## src/hw/oct_params.svh

```systemverilog
`ifndef OCT_PARAMS_SVH
`define OCT_PARAMS_SVH

// ==========================================
// Register offsets
`define OCT_ADDR_FAST_TRIM   16'h0009
`define OCT_ADDR_FAST_CAL    16'h000a
`define OCT_ADDR_LOW_TRIM    16'h000b
`define OCT_ADDR_SLOW_TRIM   16'h000c
`define OCT_ADDR_STAMP_LOW   16'h0011
`define OCT_ADDR_STAMP_HIGH  16'h0012
`define OCT_ADDR_SLOT_REMAIN 16'h0013

// ==========================================
// Field positions
`define OCT_CAL_GO_BIT       15
`define OCT_CAL_GATE_BIT     10
`define OCT_CAPTURE_ARM_BIT  15

// ==========================================
// Reset values
`define OCT_FAST_TRIM_RST    8'h90
`define OCT_LOW_TRIM_RST     10'h2b2
`define OCT_SLOW_TRIM_RST    6'h12

// ==========================================
// Calibration windows in low-frequency cycles
`define OCT_WIN_1M           8'h80
`define OCT_WIN_32K          8'h20

`endif

```

## src/hw/oct_pkg.sv

```systemverilog
package oct_pkg;

	// ==========================================
	// Register port request
	typedef struct packed {
		logic        wr;
		logic        rd;
		logic [15:0] addr;
		logic [15:0] wdata;
	} oct_reg_req_t;

	// Inputs sampled at a time-stamp capture
	typedef struct packed {
		logic [31:0] stamp_count;
		logic [15:0] slot_remaining;
	} oct_stamp_src_t;

	// Calibration sequencer states
	typedef enum logic {
		OCT_CAL_IDLE,
		OCT_CAL_RUN
	} oct_cal_state_t;

endpackage : oct_pkg

```

## src/hw/oct_top.sv

```systemverilog
`include "oct_params.svh"

module oct_top (
	input  wire logic                    ref_clk,
	input  wire logic                    nrst,
	input  wire oct_pkg::oct_reg_req_t   reg_req,
	output logic        [15:0]           reg_rdata_r,
	output logic                         reg_rvalid_r,
	input  wire logic                    hf_tick,
	input  wire logic                    lf_tick,
	input  wire logic                    lf_src_is_32k,
	input  wire logic                    general_pin_zero,
	input  wire logic                    stamp_alt_pin,
	input  wire logic                    stamp_use_alt,
	input  wire oct_pkg::oct_stamp_src_t stamp_src,
	output logic        [7:0]            fast_osc_trim_code_r,
	output logic        [9:0]            low_osc_trim_code_r,
	output logic        [5:0]            slow_osc_trim_code_r,
	output logic                         calibration_clock_gate_r,
	output logic                         calibration_busy_r
);

	// ==========================================
	// Declarations
	logic                    wr_fast;
	logic                    wr_cal;
	logic                    wr_low;
	logic                    wr_slow;
	logic [7:0]              fast_trim_nxt;
	logic [9:0]              low_trim_nxt;
	logic [5:0]              slow_trim_nxt;
	logic                    gate_nxt;
	oct_pkg::oct_cal_state_t cal_state_r;
	oct_pkg::oct_cal_state_t cal_state_nxt;
	logic                    cal_go_r;
	logic                    cal_go_nxt;
	logic [14:0]             hf_count_r;
	logic [14:0]             hf_count_nxt;
	logic [7:0]              lf_count_r;
	logic [7:0]              lf_count_nxt;
	logic [7:0]              window_r;
	logic [7:0]              window_nxt;
	logic [14:0]             calibration_tally_r;
	logic [14:0]             tally_nxt;
	logic                    cal_done;
	logic                    busy_nxt;
	logic                    stamp_pin;
	logic                    sync1_r;
	logic                    sync2_r;
	logic                    sync3_r;
	logic                    stamp_rise;
	logic                    capture_arm_r;
	logic                    arm_nxt;
	logic                    capture_now;
	logic [15:0]             captured_count_low_r;
	logic [15:0]             captured_count_high_r;
	logic [15:0]             slot_remaining_value_r;
	logic [15:0]             cnt_low_nxt;
	logic [15:0]             cnt_high_nxt;
	logic [15:0]             slot_nxt;
	logic [15:0]             rdata_nxt;

	// Address match on a write strobe, used for every writable register
	function automatic logic wr_hit(input oct_pkg::oct_reg_req_t req, input logic [15:0] a);
		wr_hit = req.wr && (req.addr == a);
	endfunction : wr_hit

	assign wr_fast = wr_hit(reg_req, `OCT_ADDR_FAST_TRIM);
	assign wr_cal  = wr_hit(reg_req, `OCT_ADDR_FAST_CAL);
	assign wr_low  = wr_hit(reg_req, `OCT_ADDR_LOW_TRIM);
	assign wr_slow = wr_hit(reg_req, `OCT_ADDR_SLOW_TRIM);

	// ==========================================
	// Trim and enable registers
	always_comb begin
		fast_trim_nxt = fast_osc_trim_code_r;
		low_trim_nxt  = low_osc_trim_code_r;
		slow_trim_nxt = slow_osc_trim_code_r;
		gate_nxt      = calibration_clock_gate_r;
		if (wr_fast) begin
			fast_trim_nxt = reg_req.wdata[7:0];
		end
		if (wr_low) begin
			low_trim_nxt = reg_req.wdata[9:0];
			gate_nxt     = reg_req.wdata[`OCT_CAL_GATE_BIT];
		end
		// slow trim write, code sense inverted downstream
		if (wr_slow) begin
			slow_trim_nxt = reg_req.wdata[5:0];
		end
	end

	// Trim reset values give the nominal oscillator rates
	always_ff @(posedge ref_clk or negedge nrst) begin
		if (!nrst) begin
			fast_osc_trim_code_r     <= `OCT_FAST_TRIM_RST;
			low_osc_trim_code_r      <= `OCT_LOW_TRIM_RST;
			slow_osc_trim_code_r     <= `OCT_SLOW_TRIM_RST;
			calibration_clock_gate_r <= 1'b0;
		end else begin
			fast_osc_trim_code_r     <= fast_trim_nxt;
			low_osc_trim_code_r      <= low_trim_nxt;
			slow_osc_trim_code_r     <= slow_trim_nxt;
			calibration_clock_gate_r <= gate_nxt;
		end
	end

	// ==========================================
	// Calibration sequencer
	assign cal_done = (cal_state_r == oct_pkg::OCT_CAL_RUN) && lf_tick
		&& (lf_count_r == window_r - 8'h01);

	always_comb begin
		cal_state_nxt = cal_state_r;
		cal_go_nxt    = cal_go_r;
		hf_count_nxt  = hf_count_r;
		lf_count_nxt  = lf_count_r;
		window_nxt    = window_r;
		tally_nxt     = calibration_tally_r;
		case (cal_state_r)
			oct_pkg::OCT_CAL_IDLE: begin
				// start on go write, only with gate on
				if (wr_cal && reg_req.wdata[`OCT_CAL_GO_BIT] && calibration_clock_gate_r) begin
					cal_state_nxt = oct_pkg::OCT_CAL_RUN;
					cal_go_nxt    = 1'b1;
					hf_count_nxt  = 15'h0000;
					lf_count_nxt  = 8'h00;
					window_nxt    = lf_src_is_32k ? `OCT_WIN_32K : `OCT_WIN_1M;
				end
			end
			oct_pkg::OCT_CAL_RUN: begin
				// Saturate rather than wrap so a fast clock reads as maximum
				if (hf_tick && hf_count_r != 15'h7fff) begin
					hf_count_nxt = hf_count_r + 15'h0001;
				end
				if (lf_tick) begin
					lf_count_nxt = lf_count_r + 8'h01;
				end
				// gate dropped mid-run aborts, tally kept
				if (!calibration_clock_gate_r) begin
					cal_state_nxt = oct_pkg::OCT_CAL_IDLE;
					cal_go_nxt    = 1'b0;
				end else if (cal_done) begin
					// tally takes count including this edge
					tally_nxt     = hf_count_nxt;
					cal_go_nxt    = 1'b0;
					cal_state_nxt = oct_pkg::OCT_CAL_IDLE;
				end
			end
			default: begin
				cal_state_nxt = oct_pkg::OCT_CAL_IDLE;
				cal_go_nxt    = 1'b0;
			end
		endcase
	end

	assign busy_nxt = cal_go_nxt;

	always_ff @(posedge ref_clk or negedge nrst) begin
		if (!nrst) begin
			cal_state_r         <= oct_pkg::OCT_CAL_IDLE;
			cal_go_r            <= 1'b0;
			hf_count_r          <= 15'h0000;
			lf_count_r          <= 8'h00;
			window_r            <= `OCT_WIN_1M;
			calibration_tally_r <= 15'h0000;
			calibration_busy_r  <= 1'b0;
		end else begin
			cal_state_r         <= cal_state_nxt;
			cal_go_r            <= cal_go_nxt;
			hf_count_r          <= hf_count_nxt;
			lf_count_r          <= lf_count_nxt;
			window_r            <= window_nxt;
			calibration_tally_r <= tally_nxt;
			calibration_busy_r  <= busy_nxt;
		end
	end

	// ==========================================
	// Time-stamp capture
	// pin zero unless routed elsewhere
	assign stamp_pin   = stamp_use_alt ? stamp_alt_pin : general_pin_zero;
	// edge taken from second and third stages only
	assign stamp_rise  = sync2_r && !sync3_r;
	assign capture_now = capture_arm_r && stamp_rise;

	always_comb begin
		arm_nxt      = capture_arm_r;
		cnt_low_nxt  = captured_count_low_r;
		cnt_high_nxt = captured_count_high_r;
		slot_nxt     = slot_remaining_value_r;
		if (capture_now) begin
			arm_nxt = 1'b0;
		end
		// A write in the capture cycle wins, so a re-arm is never lost
		if (wr_slow) begin
			arm_nxt = reg_req.wdata[`OCT_CAPTURE_ARM_BIT];
		end
		// both values from the same edge
		if (capture_now) begin
			cnt_low_nxt  = stamp_src.stamp_count[15:0];
			cnt_high_nxt = stamp_src.stamp_count[31:16];
			slot_nxt     = stamp_src.slot_remaining;
		end
	end

	always_ff @(posedge ref_clk or negedge nrst) begin
		if (!nrst) begin
			sync1_r                <= 1'b0;
			sync2_r                <= 1'b0;
			sync3_r                <= 1'b0;
			capture_arm_r          <= 1'b0;
			captured_count_low_r   <= 16'h0000;
			captured_count_high_r  <= 16'h0000;
			slot_remaining_value_r <= 16'h0000;
		end else begin
			sync1_r                <= stamp_pin;
			sync2_r                <= sync1_r;
			sync3_r                <= sync2_r;
			capture_arm_r          <= arm_nxt;
			captured_count_low_r   <= cnt_low_nxt;
			captured_count_high_r  <= cnt_high_nxt;
			slot_remaining_value_r <= slot_nxt;
		end
	end

	// ==========================================
	// Read port, one cycle latency, unmapped reads zero
	always_comb begin
		rdata_nxt = 16'h0000;
		if (reg_req.rd) begin
			case (reg_req.addr)
				`OCT_ADDR_FAST_TRIM:   rdata_nxt = {8'h00, fast_osc_trim_code_r};
				`OCT_ADDR_FAST_CAL:    rdata_nxt = {cal_go_r, calibration_tally_r};
				`OCT_ADDR_LOW_TRIM:    rdata_nxt = {5'h00, calibration_clock_gate_r,
					low_osc_trim_code_r};
				`OCT_ADDR_SLOW_TRIM:   rdata_nxt = {capture_arm_r, 9'h000, slow_osc_trim_code_r};
				`OCT_ADDR_STAMP_LOW:   rdata_nxt = captured_count_low_r;
				`OCT_ADDR_STAMP_HIGH:  rdata_nxt = captured_count_high_r;
				`OCT_ADDR_SLOT_REMAIN: rdata_nxt = slot_remaining_value_r;
				default:               rdata_nxt = 16'h0000;
			endcase
		end
	end

	always_ff @(posedge ref_clk or negedge nrst) begin
		if (!nrst) begin
			reg_rdata_r  <= 16'h0000;
			reg_rvalid_r <= 1'b0;
		end else begin
			reg_rdata_r  <= rdata_nxt;
			reg_rvalid_r <= reg_req.rd;
		end
	end
endmodule : oct_top
```

## config.mk

```make
export PLATFORM = sky130hd
export DESIGN_NAME = oct_top
export DESIGN_NICKNAME = d
export VERILOG_FILES = /design/src/hw/oct_pkg.sv /design/src/hw/oct_top.sv
export VERILOG_INCLUDE_DIRS = /design/src /design/src/hw
export SDC_FILE = /design/constraint.sdc
export NUM_CORES = 1
export LEC_CHECK = 0
export BUFFER_PORTS_ARGS = -buffer_cell sky130_fd_sc_hd__buf_2
export CAP_MARGIN = 15
export CELL_PAD_IN_SITES_DETAIL_PLACEMENT = 1
export CELL_PAD_IN_SITES_GLOBAL_PLACEMENT = 2
export CORE_MARGIN = 2
export CORE_UTILIZATION = 39
export CTS_CLUSTER_DIAMETER = 200
export CTS_CLUSTER_SIZE = 20
export DETAILED_ROUTE_END_ITERATION = 10
export PLACE_DENSITY = 0.87
export SLEW_MARGIN = 30
export SYNTH_ARGS = -nofsm -noshare
export SYNTH_HDL_FRONTEND = slang
export SYNTH_SLANG_ARGS = --single-unit
```

## constraint.sdc

```tcl
create_clock -name ref_clk -period 6.3 [get_ports ref_clk]
set_clock_uncertainty 0.15 [all_clocks]
set_input_delay 0.945 -clock ref_clk [delete_from_list [all_inputs] [get_ports ref_clk]]
set_output_delay 0.945 -clock ref_clk [all_outputs]
set_load 0.05 [all_outputs]
```

==> impl_metrics.py <==
metrics = {
    "clock_network": {
        "clkLatencyLatePin_ps": 430,
        "cts_buffer_depth": 2,
        "hold_buffers": 0,
        "cts_buffers": 17,
        "clock-sinks": 136,
        "cts.repair.resized": 0,
        "clkTransAtPathRegs_ps": 60,
        "cts_tree": "done",
        "clockRootBuffer": "clkbuf_16",
        "htreeDepth": 4,
        "post_cts_buffers": 0,
    },
    "worst_setup_path": {
        "criticalPathCategory": "in2reg",
        "cp_cell_sequence": "buf_2 -> or4b_1 -> nor4_4 -> nand2_1 -> mux2_1",
        "r2r-start": "lf_count_r[5]$_DFFE_PN0P_",
        "crit_path_top_delay_cell": "buf_2",
        "ff2ff_setup_slack_ps": 3700,
        "timing.rr.end": "calibration_tally_r[0]$_DFFE_PN0P_",
        "required_ps": 6450,
        "r2r_cells": 4,
        "startpoint_type": "input port",
        "cp_max_fo": 28,
        "worstPathArrival_ps": 3500,
        "endpoint_kind": "flip-flop",
        "slowest_delay_ps": 580,
    },
    "timing": {
        "rsz0062_at_grt": "no",
        "max_slew_margin_pct": 40.6,
        "setup_slack_ps": 2950,
        "finalCriticalPeriod_ps": 3350,
        "final_max_slew_viol_count": 0,
        "setup-tns-final_ps": 0,
        "timing.final.hold_violations": 0,
        "setup_viol": 0,
        "clock.fmax_ghz": 0.299,
        "final.period_utilization_pct": 53.1,
        "worst_pin_slew_ps": 884,
        "holdWs_ps": 196,
    },
    "routing": {
        "drtAntennaViolNets": 0,
        "firstDrtPassIters": 5,
        "drt-wirelength-per-cell_um": 22.2,
        "drt-total-wl_um": 20400,
        "drcViolationCount": 0,
        "vias": 5436,
        "routed_via_density": 5.92,
        "drtIter0Drc": 280,
    },
    "yosys": {
        "async_flop_share_pct": 100,
        "synth_ff_type": "dfrtp_1",
        "syn-num-nets": 663,
        "yosys.cell_types.count": 63,
        "ys_ff_latch": 136,
        "synth_commonest_cells": "dfrtp_1, mux2_2, nand3_1",
        "synth_top_area_share_pct": 47.0,
        "synth_edf_count": 0,
        "yosysTopAreaCell": "dfrtp_1",
        "netlist_area_mm2": 0.00671,
        "yosysSeqAreaShare_pct": 50.9,
        "synth_most_common_cell": "dfrtp_1",
        "ys_warn_count": 0,
        "postSynthAreaPerCell_um2": 11.8,
        "synthTopCellsByArea": "dfrtp_1, mux2_2, dfstp_2",
        "netlist_instances": 571,
    },
    "grt": {
        "grt_overflow_total": 0,
        "grt_pass1_vias": 5904,
        "antenna_found_initial": 1,
        "grt_util_all_layers_pct": 23.0,
        "grt_pass1_wl_um": 32400,
        "grt_max_degree": 71,
    },
    "final_layout": {
        "regArea_mm2": 0.00342,
        "multi_input_area_mm2": 0.00310,
        "diodes": 0,
        "postLayoutCoreUtil_pct": 49.1,
        "nets": 777,
        "fin_cells": 918,
        "syn_to_final_growth_pct": 22.1,
        "layout-drive-gt1-share_pct": 38.8,
        "fill_cells": 1807,
    },
    "placement": {
        "dp.cells": 884,
        "gp_congestion": 0.875,
        "hpwl_um": 14300,
        "pre_cts_ws_ps": 2370,
        "portBuffers": 128,
    },
    "min_path": {
        "min-delay-start": "sync1_r$_DFF_PN0_",
        "hold_depth": 0,
        "hold_class": "reg2reg",
        "min_to": "sync2_r$_DFF_PN0_",
    },
    "flow_run": {
        "drv_cap": 0,
    },
    "pwr": {
        "powerDensity_mw_per_mm2": 254,
        "ir_drop_v": 0.000170,
        "p_leak_nw": 3.68,
    },
    "die": {
        "die_w_um": 135,
        "rows": 47,
        "die_y_um": 135,
        "io_pins": 133,
        "initial_utilization_pct": 40.2,
        "design.die.area_mm2": 0.0183,
        "core_mm2": 0.0167,
    },
    "outcome": {
        "status": "finished, final reports clean",
    },
}
worst max path at each step:
stage,startpoint,endpoint,depth (start not counted)
6_report,reg_req[16],low_osc_trim_code_r[6]$_DFFE_PN0P_,5
5_1_grt,reg_req[16],low_osc_trim_code_r[3]$_DFFE_PN0P_,5
4_1_cts,reg_req[29],slow_osc_trim_code_r[3]$_DFFE_PN0P_,5
3_5_place_dp,reg_req[29],slow_osc_trim_code_r[3]$_DFFE_PN0P_,5
3_3_place_gp,reg_req[29],capture_arm_r$_DFFE_PN0P_,5
2_1_floorplan,reg_req[25],reg_rdata_r[6]$_DFF_PN0_,6
stage by stage:
stage          power [mW]  cell area (um^2)
2_1_floorplan       0.954              6710
3_3_place_gp         1.01              7510
3_5_place_dp         1.02              7530
4_1_cts              2.09              8170
5_1_grt              2.14              8200
6_report             2.08              8200
where the power goes:
group          total, mW  leakage [nW]  switching [mW]  internal (mW)
Sequential         0.901          1.73         0.00960          0.892
Clock               1.08         0.300           0.399          0.677
Combinational      0.103          1.65          0.0585         0.0443
worst max-delay path: cells and delay by family:
family / cells / cell delay [ps]
buf+inv: 1 / 580
simple gates: 3 / 1490
mux: 1 / 470
routing by layer:
metal / vias up / GRT usage (%) / share of wire, %
li1: 2438 / - / -
met1: 2808 / 28.7 / 42
met2: 154 / 39.8 / 51
met3: 34 / 4.64 / 4.4
met4: 2 / 7.81 / 2.3
met5: - / 0 / 0.064
final cells by class:
type,instances,share of cell area (%)
multi-input combinational,377,37.8
tap,220,3.36
timing repair buffer,136,8.67
clock buffer,19,5.40
sequential,136,41.7
inverter,17,0.778
clock inverter,13,2.38
logic make-up after synthesis:
logic type	synth area share, %
AO/OA/AOI/OAI	14.4
XOR/XNOR	0.652
adder cells (fa/ha/maj)	0.373
buffers and inverters	3.54
flip-flops	50.9
multiplexers	17.5
AND/OR/NAND/NOR	12.6
state kept, by name, summed over array words and instances, names as in the netlist, 2 cells and up:
name / cells
hf_count_r: 15
window_r: 2
lf_count_r: 8
slot_remaining_value_r: 16
low_osc_trim_code_r: 10
fast_osc_trim_code_r: 8
captured_count_low_r: 16
reg_rdata_r: 16
captured_count_high_r: 16
slow_osc_trim_code_r: 6
calibration_tally_r: 15
cells in the final DEF, fill, tap and decap left out, types with 10 or more instances in the layout:
| cell type | Yosys | layout |
|---|---|---|
| a31oi_1 | 21 | 21 |
| buf_2 | 4 | 127 |
| clkbuf_16 | 0 | 17 |
| dfrtp_1 | 126 | 126 |
| dfstp_2 | 10 | 10 |
| inv_1 | 17 | 17 |
| mux2_1 | 21 | 21 |
| mux2_2 | 77 | 77 |
| nand2_1 | 22 | 22 |
| nand3_1 | 38 | 37 |
| nand4_1 | 12 | 12 |
| nor2_1 | 10 | 10 |
| nor4_1 | 12 | 10 |
| o211ai_1 | 14 | 14 |
| o21ai_0 | 10 | 10 |
(Power assumes the default switching activity.)
